File: src/pkg/psr_pkg.sv
// Constants and state types for the parallel-load shift register
package psr_pkg;

    // Register chain geometry
    localparam int unsigned NUM_STAGES = 8;
    localparam int unsigned EDGE_CNT_W = 16;

    // Bit layout of the synchronised pin bundle
    localparam int unsigned PIN_CLK = 0;
    localparam int unsigned PIN_HOLD = 1;
    localparam int unsigned PIN_ZERO = 2;
    localparam int unsigned PIN_SEL = 3;
    localparam int unsigned PIN_SER = 4;
    localparam int unsigned PIN_PAR = 5;
    localparam int unsigned PIN_W = PIN_PAR + NUM_STAGES;

    // Pin reset levels: clock and hold high so release makes no edge
    localparam logic [PIN_W-1:0] PIN_RST = 13'h0003;

    // Register bus geometry and map
    localparam int unsigned ADDR_W = 12;
    localparam int unsigned DATA_W = 32;
    localparam logic [ADDR_W-1:0] ADDR_CTRL = 12'h000;
    localparam logic [ADDR_W-1:0] ADDR_STATUS = 12'h004;
    localparam logic [ADDR_W-1:0] ADDR_EDGES = 12'h008;

    // Control register fields
    localparam int unsigned CTRL_SOFT_ZERO = 0;
    localparam int unsigned CTRL_FREEZE = 1;

    // Status register fields
    localparam int unsigned STAT_LAST = 0;
    localparam int unsigned STAT_ZEROING = 1;
    localparam int unsigned STAT_FREEZE = 2;

    // Bus response codes
    localparam logic [1:0] RESP_OKAY = 2'h0;
    localparam logic [1:0] RESP_SLVERR = 2'h2;

    // Synchroniser state
    typedef struct packed {
        logic [PIN_W-1:0] s1;
        logic [PIN_W-1:0] s2;
        logic [PIN_W-1:0] s3;
        logic [PIN_W-1:0] lvl;
    } psr_sync_t;

    // Core state: shift chain, gating history, control and bus slave
    typedef struct packed {
        logic [NUM_STAGES-1:0] stages;
        logic gated_prev;
        logic freeze;
        logic [EDGE_CNT_W-1:0] edge_cnt;
        logic aw_rdy;
        logic w_rdy;
        logic aw_got;
        logic w_got;
        logic [ADDR_W-1:0] awaddr;
        logic [DATA_W-1:0] wdata;
        logic [3:0] wstrb;
        logic bvalid;
        logic [1:0] bresp;
        logic ar_rdy;
        logic rvalid;
        logic [DATA_W-1:0] rdata;
        logic [1:0] rresp;
    } psr_core_t;

    localparam psr_sync_t SYNC_RST = '{
        s1: PIN_RST, s2: PIN_RST, s3: PIN_RST, lvl: PIN_RST};

    localparam psr_core_t CORE_RST = '{
        gated_prev: 1'b1, aw_rdy: 1'b1, w_rdy: 1'b1, ar_rdy: 1'b1,
        default: '0};

endpackage : psr_pkg

File: src/pkg/psr_pin_if.sv
// Bundle of filtered pin levels passed from the synchroniser to the core
interface psr_pin_if;
    import psr_pkg::*;

    logic [PIN_W-1:0] lvl;

    modport src (output lvl);
    modport dst (input lvl);
endinterface : psr_pin_if

File: src/logic/psr_pin_sync.sv
// Three-stage pin synchroniser with agreement filter
module psr_pin_sync
    import psr_pkg::*;
(
    input wire logic aclk,
    input wire logic aresetn,
    input wire logic ce,
    input wire logic [PIN_W-1:0] pins_raw,
    psr_pin_if.src pins
);

    psr_sync_t q;
    psr_sync_t d;
    logic [PIN_W-1:0] agree_lvl;

    // Per pin: take the new level only once stages two and three agree
    for (genvar i = 0; i < PIN_W; i++) begin : g_agree
        assign agree_lvl[i] = (q.s2[i] == q.s3[i]) ? q.s3[i] : q.lvl[i];
    end

    // Next state of the chain
    always_comb begin
        d = q;
        d.s1 = pins_raw;
        d.s2 = q.s1;
        d.s3 = q.s2;
        d.lvl = agree_lvl;
    end

    // State register, frozen while ce is low
    always_ff @(posedge aclk) begin
        if (!aresetn) begin
            q <= SYNC_RST;
        end else if (ce) begin
            q <= d;
        end
    end

    assign pins.lvl = q.lvl;

endmodule : psr_pin_sync

File: src/logic/psr_shift_top.sv
// Eight-stage parallel-load shift register with register access
// What this block does
// - shift/load select high shifts the chain one place per effective edge.
// - select low loads the eight parallel inputs on the next effective edge.
// - during a parallel load the serial input reaches no stage.
// - clock and hold combine through a NOR; updates on clock rising.
// - clock or hold held high keeps every stage unchanged.
// - either gating input held low lets the other act as clock.
// - clear low zeroes all stages, overriding every other input.
// - shift puts serial input in stage one, each stage moves one on.
module psr_shift_top
    import psr_pkg::*;
(
    input wire logic aclk,
    input wire logic aresetn,
    input wire logic ce,
    // Pins from the driving logic
    input wire logic clk_pin,
    input wire logic clock_gate_hold,
    input wire logic async_zero_n,
    input wire logic shift_or_load_select,
    input wire logic serial_in,
    input wire logic [NUM_STAGES-1:0] par_data,
    output logic serial_out_last_stage,
    // AXI4-Lite slave
    input wire logic [ADDR_W-1:0] s_axil_awaddr,
    input wire logic [2:0] s_axil_awprot,
    input wire logic s_axil_awvalid,
    output logic s_axil_awready,
    input wire logic [DATA_W-1:0] s_axil_wdata,
    input wire logic [3:0] s_axil_wstrb,
    input wire logic s_axil_wvalid,
    output logic s_axil_wready,
    output logic [1:0] s_axil_bresp,
    output logic s_axil_bvalid,
    input wire logic s_axil_bready,
    input wire logic [ADDR_W-1:0] s_axil_araddr,
    input wire logic [2:0] s_axil_arprot,
    input wire logic s_axil_arvalid,
    output logic s_axil_arready,
    output logic [DATA_W-1:0] s_axil_rdata,
    output logic [1:0] s_axil_rresp,
    output logic s_axil_rvalid,
    input wire logic s_axil_rready
);

    psr_pin_if pins ();
    psr_core_t q;
    psr_core_t d;
    logic [PIN_W-1:0] pins_raw;

    // Gather the pins into one bundle for the synchroniser
    always_comb begin
        pins_raw = '0;
        pins_raw[PIN_CLK] = clk_pin;
        pins_raw[PIN_HOLD] = clock_gate_hold;
        pins_raw[PIN_ZERO] = async_zero_n;
        pins_raw[PIN_SEL] = shift_or_load_select;
        pins_raw[PIN_SER] = serial_in;
        pins_raw[PIN_PAR +: NUM_STAGES] = par_data;
    end

    // All pins arrive from outside the clock domain
    psr_pin_sync u_sync (
        .aclk(aclk),
        .aresetn(aresetn),
        .ce(ce),
        .pins_raw(pins_raw),
        .pins(pins)
    );

    // Filtered pin levels and derived gating terms
    logic gated_now;
    logic eff_edge;
    logic zero_pin;
    logic sel_shift;
    logic ser_lvl;
    logic [NUM_STAGES-1:0] par_lvl;

    // The NOR output falls exactly when the OR of both inputs rises
    assign gated_now = pins.lvl[PIN_CLK] | pins.lvl[PIN_HOLD];
    // Rising edge of either input while the other is low
    assign eff_edge = gated_now & ~q.gated_prev;
    assign zero_pin = ~pins.lvl[PIN_ZERO];
    assign sel_shift = pins.lvl[PIN_SEL];
    assign ser_lvl = pins.lvl[PIN_SER];
    assign par_lvl = pins.lvl[PIN_PAR +: NUM_STAGES];

    // Read data for a given address
    function automatic logic [DATA_W-1:0] read_word(
        input logic [ADDR_W-1:0] addr,
        input psr_core_t st,
        input logic zeroing
    );
        logic [DATA_W-1:0] w;
        w = '0;
        unique case (addr)
            ADDR_CTRL: begin
                w[CTRL_FREEZE] = st.freeze;
            end
            ADDR_STATUS: begin
                w[STAT_LAST] = st.stages[NUM_STAGES-1];
                w[STAT_ZEROING] = zeroing;
                w[STAT_FREEZE] = st.freeze;
            end
            ADDR_EDGES: begin
                w[EDGE_CNT_W-1:0] = st.edge_cnt;
            end
            default: begin
                w = '0;
            end
        endcase
        return w;
    endfunction : read_word

    // Address decode
    function automatic logic addr_hit(input logic [ADDR_W-1:0] addr);
        return (addr == ADDR_CTRL) || (addr == ADDR_STATUS) ||
            (addr == ADDR_EDGES);
    endfunction : addr_hit

    logic soft_zero;
    logic wr_fire;

    // Next state: bus slave, control register and shift chain
    always_comb begin
        d = q;
        soft_zero = 1'b0;
        wr_fire = q.aw_got && q.w_got && !q.bvalid;

        // Write address and data are taken independently
        if (s_axil_awvalid && q.aw_rdy) begin
            d.aw_got = 1'b1;
            d.aw_rdy = 1'b0;
            d.awaddr = s_axil_awaddr;
        end
        if (s_axil_wvalid && q.w_rdy) begin
            d.w_got = 1'b1;
            d.w_rdy = 1'b0;
            d.wdata = s_axil_wdata;
            d.wstrb = s_axil_wstrb;
        end

        // Once both halves are held, apply the write and answer
        if (wr_fire) begin
            d.aw_got = 1'b0;
            d.w_got = 1'b0;
            d.bvalid = 1'b1;
            d.bresp = addr_hit(q.awaddr) ? RESP_OKAY : RESP_SLVERR;
            if (q.awaddr == ADDR_CTRL && q.wstrb[0]) begin
                d.freeze = q.wdata[CTRL_FREEZE];
                soft_zero = q.wdata[CTRL_SOFT_ZERO];
            end
        end

        // Response taken: reopen both write channels
        if (q.bvalid && s_axil_bready) begin
            d.bvalid = 1'b0;
            d.aw_rdy = 1'b1;
            d.w_rdy = 1'b1;
        end

        // Reads answer one edge after the address is taken
        if (s_axil_arvalid && q.ar_rdy) begin
            d.ar_rdy = 1'b0;
            d.rvalid = 1'b1;
            d.rdata = read_word(s_axil_araddr, q, zero_pin);
            d.rresp = addr_hit(s_axil_araddr) ? RESP_OKAY : RESP_SLVERR;
        end
        if (q.rvalid && s_axil_rready) begin
            d.rvalid = 1'b0;
            d.ar_rdy = 1'b1;
        end

        // Track the gating level every cycle so no edge is invented later
        d.gated_prev = gated_now;

        // Clear wins over everything, including a coincident edge
        if (zero_pin || soft_zero) begin
            d.stages = '0;
        end else if (eff_edge && !q.freeze) begin
            d.edge_cnt = q.edge_cnt + 1'b1;
            if (sel_shift) begin
                // Serial bit into stage one, every stage moves on
                d.stages = {q.stages[NUM_STAGES-2:0], ser_lvl};
            end else begin
                // Broadside load; serial input is not looked at
                d.stages = par_lvl;
            end
        end
    end

    // State register, frozen while ce is low
    always_ff @(posedge aclk) begin
        if (!aresetn) begin
            q <= CORE_RST;
        end else if (ce) begin
            q <= d;
        end
    end

    // Outputs straight from flip-flops; only the last stage leaves
    assign serial_out_last_stage = q.stages[NUM_STAGES-1];
    assign s_axil_awready = q.aw_rdy;
    assign s_axil_wready = q.w_rdy;
    assign s_axil_bvalid = q.bvalid;
    assign s_axil_bresp = q.bresp;
    assign s_axil_arready = q.ar_rdy;
    assign s_axil_rvalid = q.rvalid;
    assign s_axil_rdata = q.rdata;
    assign s_axil_rresp = q.rresp;

endmodule : psr_shift_top

File: config.mk
export PLATFORM = sky130hd
export DESIGN_NAME = psr_shift_top
export DESIGN_NICKNAME = d
export VERILOG_FILES = /design/src/pkg/psr_pkg.sv /design/src/pkg/psr_pin_if.sv /design/src/logic/psr_pin_sync.sv /design/src/logic/psr_shift_top.sv
export SDC_FILE = /design/constraint.sdc
export NUM_CORES = 1
export LEC_CHECK = 0
export BUFFER_PORTS_ARGS = -buffer_cell sky130_fd_sc_hd__buf_2
export CORE_MARGIN = 1.5
export CORE_UTILIZATION = 45
export DETAILED_ROUTE_END_ITERATION = 10
export GPL_TIMING_DRIVEN = 0
export PLACE_DENSITY = 0.77
export SETUP_SLACK_MARGIN = 0.1
export SKIP_CTS_REPAIR_TIMING = 1
export SLEW_MARGIN = 20
export SYNTH_ARGS = -nofsm -noshare
export SYNTH_HDL_FRONTEND = slang
export SYNTH_SLANG_ARGS = --single-unit
File: constraint.sdc
create_clock -name aclk -period 3.12 [get_ports aclk]
set_input_delay 0.312 -clock aclk [delete_from_list [all_inputs] [get_ports aclk]]
set_output_delay 0.312 -clock aclk [all_outputs]
set_load 0.02 [all_outputs]
==> impl_metrics.csv, run 1 <==
group,metric,value,unit
setup_path,crit_type,"register to register",
synth,synthAdderAreaFrac,0.253,%
floorplanning,die_w,108,um
route,wirelength,11300,um
route,vias_per_cell,5.30,
route,first_iter_violations,161,
timing,rsz0062_at_grt,"no",
route,wl_per_cell,14.1,um
final_layout,fin_util,56.9,%
timing,tns,0,ps
global_routing,grt_use_met2,36.2,%
floorplanning,io_pins,129,
global_routing,met1_usage,23.0,%
final_layout,nFillCells,948,
route,postRouteAntennaNets,0,
synth,synth_edf_count,0,
timing,finalCriticalPeriod,2410,ps
timing,fin_ws,706,ps
timing,finalHoldViolations,0,
timing,slew_headroom,39.9,%
run,drv_cap,0,
status,status,"complete, no violations",
placement,pre_cts_ws,400,ps
floorplanning,num_rows,38,
clock_tree,cts_buffer_depth,2,
synth,synth_top_family_by_area,"simple AND/OR/NAND/NOR gates",
setup_path,crit_fanout,10,
synth,syn-instance-count,546,
route,drc,0,
global_routing,grt_use_met3,5.49,%
floorplanning,core-area,10800,um^2
placement,io_buffers,69,
synth,muxShareOfSynthArea,10.5,%
clock_tree,numCtsBuffers,17,
clock_tree,htreeDepth,4,
timing,fmax,414,MHz
global_routing,top_usage_layer,"met2",
global_routing,antenna_found_initial,0,
clock_tree,clk_latency,520,ps
pwr,p_per_area,616,nW/um^2
floorplanning,dieArea,11600,um^2
clock_tree,clk_pin_slew,50,ps
floorplanning,die_h,108,um
setup_path,cp.arrival,2800,ps
setup_path,worstPathCellList,"or4_1, or4_4, o211ai_4, buf_6, buf_8, xor2_1, nor2_1",
timing,drv_slew,0,
synth,synth_simple_gate_area_share,16.8,%
global_routing,grt_max_degree,17,
pwr,power.leakage,2.62,nW
setup_path,cp_slowest_stage_delay,580,ps
route,vias,4252,
final_layout,antenna_cells,0,
global_routing,grt_overflow,0,
final_layout,fin_cells,803,
placement,dp_hpwl,8100,um
placement,dp_cells,772,
clock_tree,clkSinkCount,118,
final_layout,syn2layout_area_growth,23.9,%
timing,finalCritPeriodShare,77.4,%
timing,tightestPinTransition,888,ps
synth,ys_types,47,
synth,ys_ff_latch,118,
route,firstDrtPassIters,5,
clock_tree,clockRootBuffer,"clkbuf_8",
synth,synth-xor-area-share,0.177,%
synth,synth-seq-area-share,47.7,%
timing,skew,7.04,ps
global_routing,grt_pass1_vias,4034,
synth,yosysWarnings,0,
setup_path,start_kind,"register",
synth,synth_top_flop_cell,"dfxtp_1",
setup_path,cp_slowest_cell,"or4_1",
synth,synth-compound-area-share,16.0,%
pwr,ir_worst_vdd,0.374,mV
synth,netlist_area,4950,um^2
timing,setup_violations,0,
final_layout,drive_above_1_share,22.8,%
setup_path,cp.required,3510,ps
min_path,min_path_type,"input pin to register",
clock_tree,cts_tree,"done",
pwr,p_total,3.78,mW
setup_path,critPathCaptureType,"register",
global_routing,grt_pass1_wl,18500,um
placement,gp_congestion,0.823,
final_layout,nNetsFinal,739,
floorplanning,start_util,45.9,%
global_routing,grt_usage,20.4,%
synth,async_reset_ff_share,0,%
synth,syn_area_per_cell,9.07,um^2
==> logic make-up after synthesis <==
| kind of cell | count (synthesis) |
|---|---|
| AO/OA/AOI/OAI | 122 |
| XOR/XNOR | 1 |
| adder cells (fa/ha/maj) | 1 |
| buffers and inverters | 72 |
| flip-flops | 118 |
| multiplexers | 52 |
| other | 1 |
| AND/OR/NAND/NOR | 179 |
==> final cells by class <==
| type | count | area [um^2] | share of cell area [%] |
|---|---|---|---|
| tap | 140 | 175 | 2.85 |
| sequential | 118 | 2360 | 38.5 |
| clock inverter | 10 | 153 | 2.49 |
| buffer | 65 | 399 | 6.50 |
| multi-input combinational | 373 | 2230 | 36.3 |
| clock buffer | 21 | 449 | 7.31 |
| inverter | 7 | 26.3 | 0.428 |
| timing repair buffer | 69 | 345 | 5.62 |
==> placed cells by master (no fill, tap or decap), types with 3 or more instances in the layout <==
cell | Yosys | routed
or4_1 | 10 | 10
nand4_1 | 6 | 6
buf_4 | 36 | 36
clkbuf_8 | 0 | 3
clkbuf_1 | 20 | 22
o21ai_1 | 7 | 7
buf_2 | 1 | 70
clkinv_2 | 0 | 5
bufinv_16 | 0 | 4
o2bb2ai_1 | 8 | 8
or3_1 | 3 | 3
nor4_1 | 4 | 4
a21o_1 | 13 | 13
buf_1 | 6 | 6
mux2i_1 | 52 | 52
o31ai_1 | 9 | 9
a22oi_1 | 13 | 13
nand2b_1 | 3 | 3
dfxtp_1 | 118 | 118
clkbuf_16 | 0 | 16
a21oi_2 | 7 | 7
o21ai_0 | 17 | 17
a21oi_1 | 40 | 40
nand2_1 | 63 | 63
nor2_1 | 61 | 61
nand3_1 | 15 | 15
conb_1 | 1 | 18
inv_1 | 5 | 5
==> synth_stat cells (2+ instances only) <==
master,count,area [um^2]
a21oi_2,7,61.3
o2bb2ai_1,8,70.1
nor3b_1,2,15.0
a211oi_1,2,15.0
inv_1,5,18.8
nand4_1,6,37.5
o21ai_0,17,85.1
or2_1,2,12.5
o31ai_1,9,67.6
mux2i_1,52,521
a21o_1,13,97.6
nand3_1,15,75.1
or4_1,10,75.1
clkbuf_1,20,75.1
nor2_1,61,229
inv_2,2,7.51
buf_1,6,22.5
a22oi_1,13,97.6
nor4_1,4,25.0
o21ai_1,7,35.0
a21oi_1,40,200
and3_1,2,12.5
dfxtp_1,118,2360
nand2_1,63,236
nand2b_1,3,18.8
or3_1,3,18.8
buf_4,36,270
==> registers in the layout (all words and copies together) (netlist names), 13 cells and up <==
register,count
q,42
u_sync.q,13
u_sync.d,26
u_sync.pins.lvl,13
s_axil_rdata,16
==> power by group <==
| part | leakage, nW | internal (mW) | switching [mW] |
|---|---|---|---|
| Sequential | 0.958 | 1.54 | 0.0218 |
| Combinational | 1.36 | 0.0943 | 0.143 |
| Clock | 0.297 | 1.33 | 0.654 |
==> metal layers <==
layer  share of wire [%]  wire (um)  up-vias
met5                   0          0        -
met4                 1.9        218        0
met3                 5.4        617       21
met2                  52       5910      125
met1                  41       4600     2003
li1                    -          -     2103
==> final timing paths <==
| kind | from | end | slack, ps | depth (start not counted) |
|---|---|---|---|---|
| worst max-delay path | q[75]$_SDFFE_PN0P_ | q[91]$_SDFFE_PN0P_ | 710 | 7 |
| worst min-delay path | clk_pin | u_sync.d[26]$_SDFFE_PN1P_ | 10 | 3 |
| worst max register to register | q[75]$_SDFFE_PN0P_ | q[91]$_SDFFE_PN0P_ | 710 | 7 |
| worst min register to register | q[85]$_SDFFE_PN0P_ | q[85]$_SDFFE_PN0P_ | 450 | 2 |
==> metrics by stage <==
step / cell area [um^2] / hold WS, ps
2_1_floorplan: 5020 / 419
3_3_place_gp: 5540 / 429
3_5_place_dp: 5540 / 444
4_1_cts: 6140 / 0.512
5_1_grt: 6140 / 23.0
6_report: 6140 / 10.4
==> worst max-delay path: cells and delay by family, from the launching register on <==
kind                   cells  cell delay [ps]
AO/OA/AOI/OAI              1              300
flip-flops                 1              300
buffers and inverters      2              340
XOR/XNOR                   1              150
AND/OR/NAND/NOR            3             1190
No activity file was read; power rests on OpenSTA's default activity.
==> run 2, diff against run 1 <==
--- a/config.mk
+++ b/config.mk
@@ -5,12 +5,13 @@
 export SDC_FILE = /design/constraint.sdc
 export NUM_CORES = 1
 export LEC_CHECK = 0
+export ABC_AREA = 1
 export BUFFER_PORTS_ARGS = -buffer_cell sky130_fd_sc_hd__buf_2
 export CORE_MARGIN = 1.5
 export CORE_UTILIZATION = 45
 export DETAILED_ROUTE_END_ITERATION = 10
 export GPL_TIMING_DRIVEN = 0
-export PLACE_DENSITY = 0.77
+export PLACE_DENSITY = 0.76
 export SETUP_SLACK_MARGIN = 0.1
 export SKIP_CTS_REPAIR_TIMING = 1
 export SLEW_MARGIN = 20
==> constraint.sdc (replaced) <==
create_clock -name aclk -period 2.5 [get_ports aclk]
set_input_delay 0.25 -clock aclk [delete_from_list [all_inputs] [get_ports aclk]]
set_output_delay 0.25 -clock aclk [all_outputs]
set_load 0.02 [all_outputs]
==> run 2 against run 1 <==
- non-clock buffer count up 4
- area after synthesis up 5.1%
- first-iteration DRC count up 40%
- synthesized cell count up 28%
- clock power up 19%
- via count up 9.3%
- sequential share of layout area down 1.4 points
- largest cell class unchanged
- largest power group unchanged
- highest routed layer unchanged
==> impl_metrics.csv, run 2 <==
group,metric,value,unit
pwr,p_clk_share,50.2,%
synth,syn-instance-count,699,
clock_tree,numCtsBuffers,17,
pwr,p_total,4.68,mW
global_routing,grt_usage,19.4,%
global_routing,grt_max_degree,17,
route,postRouteAntennaNets,0,
timing,slew_headroom,63.1,%
setup_path,worstPathCellList,"ha_1, nand2_1, nor2_2, nand2_1, nor2_2, nand2_1, xor2_1, o21ai_1, nor2_1",
placement,dp_hpwl,8210,um
placement,gp_congestion,0.788,
route,vias,4648,
clock_tree,cts_tree,"done",
setup_path,cp_slowest_stage_delay,400,ps
pwr,p_seq_share,42.4,%
placement,place_area,5800,um^2
setup_path,cp.required,2780,ps
global_routing,antenna_found_initial,0,
placement,io_buffers,70,
synth,ys_types,38,
clock_tree,htreeDepth,4,
final_layout,fin_cells,961,
synth,yosysTopAreaCell,"dfxtp_1",
final_layout,largest_register,"q",
pwr,ir_worst_vdd,0.573,mV
clock_tree,clockRootBuffer,"clkbuf_16",
setup_path,path_buf_inv,0,
clock_tree,clk_latency,410,ps
synth,synth_area_leaders,"dfxtp_1 45%, nand2_1 12%, a21oi_1 7.4%, o21ai_0 5.5%, nor2_1 5.4%",
route,wl_per_cell,12.0,um
clock_tree,cts_buffer_depth,2,
synth,ys_ff_latch,118,
timing,finalHoldViolations,0,
floorplanning,start_util,45.8,%
timing,fmax,609,MHz
run,drv_cap,0,
synth,yosysWarnings,0,
route,vias_per_cell,4.84,
final_layout,final_cell_mix,"167 x nand2_1, 118 x dfxtp_1, 79 x buf_2, 77 x a21oi_1, 75 x nor2_1",
timing,drv_slew,0,
route,drc,0,
pwr,pwr-share-comb,7.4,%
setup_path,path_common_cell,"nand2_1",
pwr,power.leakage,2.78,nW
synth,synth_edf_count,0,
timing,rsz0062_at_grt,"no",
route,wirelength,11500,um
pwr,p_per_area,734,nW/um^2
final_layout,drive_above_1_share,22.1,%
setup_path,critPathCaptureType,"register",
route,first_iter_violations,226,
global_routing,grt_pass1_vias,4219,
global_routing,grt_pass1_wl,19300,um
setup_path,crit_type,"register to register",
floorplanning,io_pins,129,
final_layout,syn2layout_area_growth,22.3,%
timing,tightestPinTransition,553,ps
synth,yosysTopAreaCellShare,45.4,%
pwr,sw_frac_of_total,25.9,%
final_layout,antenna_cells,0,
timing,fin_ws,859,ps
status,status,"complete, no violations",
placement,dp_cells,929,
clock_tree,clk_pin_slew,60,ps
pwr,internal-power,3.46,mW
floorplanning,die_h,111,um
synth,netlist_area,5210,um^2
route,firstDrtPassIters,5,
synth,async_reset_ff_share,0,%
final_layout,largest_reg_flops,42,
floorplanning,num_rows,39,
setup_path,start_kind,"register",
min_path,min_path_type,"input pin to register",
floorplanning,die_w,111,um
final_layout,stdcell_area,6370,um^2
clock_tree,clkSinkCount,118,
pwr,p_switching,1.21,mW
synth,netlist_top_cells_count,"167 x nand2_1, 118 x dfxtp_1, 77 x a21oi_1",
setup_path,cp_top_family,"simple AND/OR/NAND/NOR gates",
final_layout,nNetsFinal,893,
final_layout,nFillCells,1064,
placement,pre_cts_ws,860,ps
timing,finalCritPeriodShare,65.6,%
floorplanning,core-area,11400,um^2
setup_path,cp_slowest_cell,"dfxtp_1",
synth,synth_most_common_cell,"nand2_1",
global_routing,grt_overflow,0,
setup_path,crit_fanout,4,
setup_path,cp.arrival,1930,ps
final_layout,final_common_cell,"nand2_1",
synth,synth-seq-area-share,45.4,%
synth,synth_top_flop_cell,"dfxtp_1",
timing,finalCriticalPeriod,1640,ps
timing,skew,6.51,ps
timing,setup_violations,0,
floorplanning,dieArea,12200,um^2
timing,tns,0,ps
synth,syn_area_per_cell,7.45,um^2
[run 2: cell count changes after synthesis, moves of 7 or more]
| cell | delta |
|---|---|
| a21oi_1 | +37 |
| inv_1 | +32 |
| o2bb2ai_1 | -8 |
| inv_2 | +7 |
| nand2_1 | +104 |
| a22oi_1 | -13 |
| a21o_1 | -13 |
| buf_2 | +8 |
| nand3_1 | +24 |
| o21ai_0 | +40 |
| nor2_1 | +14 |
| mux2i_1 | -52 |
| or4_1 | -10 |
| o31ai_1 | -8 |
[run 2: kinds of logic after synthesis]
kind of cell	synth area share (%)
AOI/OAI and AO/OA	14.9
adders and majority gates	0.240
and+or+nand+nor	26.2
other	0.0720
buffers and inverters	11.7
xor gates and xnor gates	1.51
DFF	45.4
[run 2: path summary, 6_finish.rpt]
kind,from,end,slack (ps),depth (start not counted)
worst max register to register,q[92]$_SDFFE_PN0P_,q[103]$_SDFFE_PN0P_,860,9
worst min-delay path,clk_pin,u_sync.d[26]$_SDFFE_PN1P_,40,3
worst min register to register,q[44]$_SDFFE_PN0P_,q[44]$_SDFFE_PN0P_,450,2
worst max-delay path,q[92]$_SDFFE_PN0P_,q[103]$_SDFFE_PN0P_,860,9
[run 2: metal layers]
metal	routed length, um	up-vias	GRT usage, %
li1	-	2431	-
met1	5490	2092	25.6
met2	5330	111	31.4
met3	522	14	4.28
met4	153	0	6.92
met5	0	-	0
[run 2: tightest hold or removal path, stage by stage]
cell	delay [ps]
buf_2	70
nand2_1	40
nand3_1	60
[run 2: area by class of cell]
class	count	area, um^2	share of cell area [%]
clock buffer	17	425	6.68
multi-input combinational	484	2300	36.1
inverter	46	173	2.71
tap	143	179	2.81
clock inverter	15	144	2.26
timing repair buffer	70	350	5.50
buffer	68	439	6.89
sequential	118	2360	37.1
[run 2: power by group through the flow]
stage / combinational, mW / clock (mW) / sequential, mW
floorplan: 0.238 / 0 / 2.02
global placement: 0.339 / 0 / 2.02
detailed placement: 0.342 / 0 / 2.02
CTS: 0.346 / 2.37 / 1.98
global route: 0.387 / 2.45 / 1.99
finish: 0.345 / 2.35 / 1.98
[run 2: stage by stage]
step	util, %	hold WS [ps]
CTS	56.0	34.3
global placement	51.0	433
finish	56.0	42.0
floorplan	-	372
detailed placement	51.0	442
global route	56.0	50.8
==> run 3, diff against run 2 <==
==> constraint.sdc (replaced) <==
create_clock -name aclk -period 1.65 [get_ports aclk]
set_input_delay 0.165 -clock aclk [delete_from_list [all_inputs] [get_ports aclk]]
set_output_delay 0.165 -clock aclk [all_outputs]
set_load 0.02 [all_outputs]
==> run 3 against run 2 <==
- the flow now finishes with violations (hold timing)
- final cell count grew 1.5%
- critical path type unchanged
- sequential power is 52% higher
- final area grew 2.6%
- power increased by 52%
- clock power up 51%
- maximum frequency rose by 11%
- non-clock buffer count up 14
- clock skew about the same
==> impl_metrics.csv, run 3 (synthesis results as in run 2) <==
group,metric,value,unit
status,status,"finished with violations",
status,violations,"hold timing",
timing,tightestPinTransition,558,ps
route,vias,4725,
setup_path,r2r_end,"q[103]$_SDFFE_PN0P_",
placement,io_buffers,70,
placement,dp_hpwl,8210,um
route,drc,0,
clock_tree,clk_latency,410,ps
floorplanning,io_pins,129,
setup_path,cp.depth,9,
setup_path,worstPathCellList,"ha_4, nand2_2, nor2_4, nand2_2, nor2_4, nand2_1, xor2_1, o21ai_1, nor2_1",
global_routing,grt_pass1_wl,19300,um
timing,setup_violations,0,
global_routing,grt_max_degree,17,
final_layout,fin_util,57.5,%
route,wirelength,11600,um
min_path,whs_endpoint,"u_sync.d[32]$_SDFFE_PN0P_",
timing,finalCriticalPeriod,1480,ps
final_layout,nFillCells,1026,
global_routing,grt_overflow,0,
pwr,p_per_area,1080,nW/um^2
floorplanning,num_rows,39,
floorplanning,core-area,11400,um^2
floorplanning,die_h,111,um
min_path,min_path_type,"input pin to register",
pwr,power.leakage,2.85,nW
floorplanning,dieArea,12200,um^2
setup_path,reg2reg_from,"q[91]$_SDFFE_PN0P_",
timing,rsz0062_at_grt,"yes",
floorplanning,die_w,111,um
setup_path,cp_top_family,"simple AND/OR/NAND/NOR gates",
timing,whs,-22.0,ps
setup_path,cp_slowest_cell,"dfxtp_2",
setup_path,rrSetupSlack,170,ps
setup_path,crit_type,"register to register",
global_routing,met1_usage,25.6,%
timing,drv_slew,0,
timing,fin_ws,173,ps
run,drv_cap,0,
final_layout,final_common_cell,"nand2_1",
clock_tree,cts_buffer_depth,2,
global_routing,top_usage_layer,"met2",
floorplanning,start_util,45.8,%
clock_tree,clk_pin_slew,60,ps
clock_tree,cts_tree,"done",
setup_path,start_kind,"register",
timing,slew_headroom,62.8,%
global_routing,grt_use_met3,4.28,%
final_layout,antenna_cells,0,
setup_path,critPathCaptureType,"register",
setup_path,crit_fanout,4,
final_layout,drive_above_1_share,23.7,%
global_routing,grt_usage,19.4,%
timing,fmax,677,MHz
placement,gp_congestion,0.788,
timing,finalCritPeriodShare,89.5,%
setup_path,cp_slowest_stage_delay,380,ps
global_routing,grt_pass1_vias,4219,
route,wl_per_cell,11.9,um
route,firstDrtPassIters,5,
clock_tree,numCtsBuffers,17,
final_layout,final_cell_mix,"164 x nand2_1, 115 x dfxtp_1, 79 x buf_2, 77 x a21oi_1, 74 x nor2_1",
clock_tree,clockRootBuffer,"clkbuf_16",
pwr,ir_worst_vdd,0.873,mV
min_path,hp-start,"par_data[1]",
timing,tns,0,ps
final_layout,largest_register,"q",
global_routing,grt_use_met2,31.4,%
route,vias_per_cell,4.85,
global_routing,antenna_found_initial,0,
setup_path,cp.required,1930,ps
setup_path,reg2regPathDepth,9,
min_path,whs_path_depth,3,
placement,pre_cts_ws,10.4,ps
final_layout,nNetsFinal,907,
timing,skew,6.88,ps
timing,finalHoldViolations,5,
clock_tree,htreeDepth,4,
final_layout,syn2layout_area_growth,25.5,%
route,postRouteAntennaNets,0,
route,first_iter_violations,223,
setup_path,path_buf_inv,0,
final_layout,largest_reg_flops,42,
setup_path,cp.arrival,1760,ps
clock_tree,clkSinkCount,118,
-- run 3: changes by cell type in the layout (fill, tap and decap cells not counted), sizes merged --
| cell | delta |
|---|---|
| dlygate4sd3 | +8 |
| buf | +6 |
-- run 3: area by class of cell --
cell class | instances | area, um^2 | area share (%)
buffer | 68 | 440 | 6.74
clock buffer | 17 | 425 | 6.51
clock inverter | 15 | 144 | 2.20
inverter | 46 | 173 | 2.64
multi-input combinational | 484 | 2330 | 35.7
sequential | 118 | 2370 | 36.2
tap | 143 | 179 | 2.74
timing repair buffer | 84 | 475 | 7.27
-- run 3: tightest hold or removal path: stages --
cell    delay, ps
buf_2          80
nor2_1         40
nor2_1         80
-- run 3: worst max-delay path by stage --
stage                       start  slack [ps]             endpoint
5_1_grt        q[97]$_SDFFE_PN0P_          80  q[102]$_SDFFE_PN0P_
2_1_floorplan  q[91]$_SDFFE_PN0P_         210  q[103]$_SDFFE_PN0P_
6_report       q[91]$_SDFFE_PN0P_         170  q[103]$_SDFFE_PN0P_
4_1_cts        q[92]$_SDFFE_PN0P_          10  q[103]$_SDFFE_PN0P_
3_3_place_gp   q[92]$_SDFFE_PN0P_          60  q[103]$_SDFFE_PN0P_
3_5_place_dp   q[92]$_SDFFE_PN0P_          10  q[103]$_SDFFE_PN0P_
-- run 3: report_power, final --
part / leakage [nW] / total [mW] / switching [mW] / internal, mW
Clock: 0.279 / 3.55 / 1.44 / 2.11
Combinational: 1.61 / 0.540 / 0.337 / 0.204
Sequential: 0.964 / 3.00 / 0.0542 / 2.95
Total: 2.85 / 7.09 / 1.83 / 5.26
-- run 3: per-layer routing --
layer	vias up	wire, um
li1	2460	-
met1	2138	5490
met2	114	5450
met3	13	559
met4	0	147
met5	-	0
-- run 3: per-stage QoR --
step / instance area, um^2 / power, mW / instances
floorplan: 5270 / 3.42 / 716
global placement: 5800 / 3.57 / 929
detailed placement: 5800 / 3.58 / 929
CTS: 6370 / 7.11 / 961
global route: 6540 / 7.33 / 975
finish: 6540 / 7.09 / 975
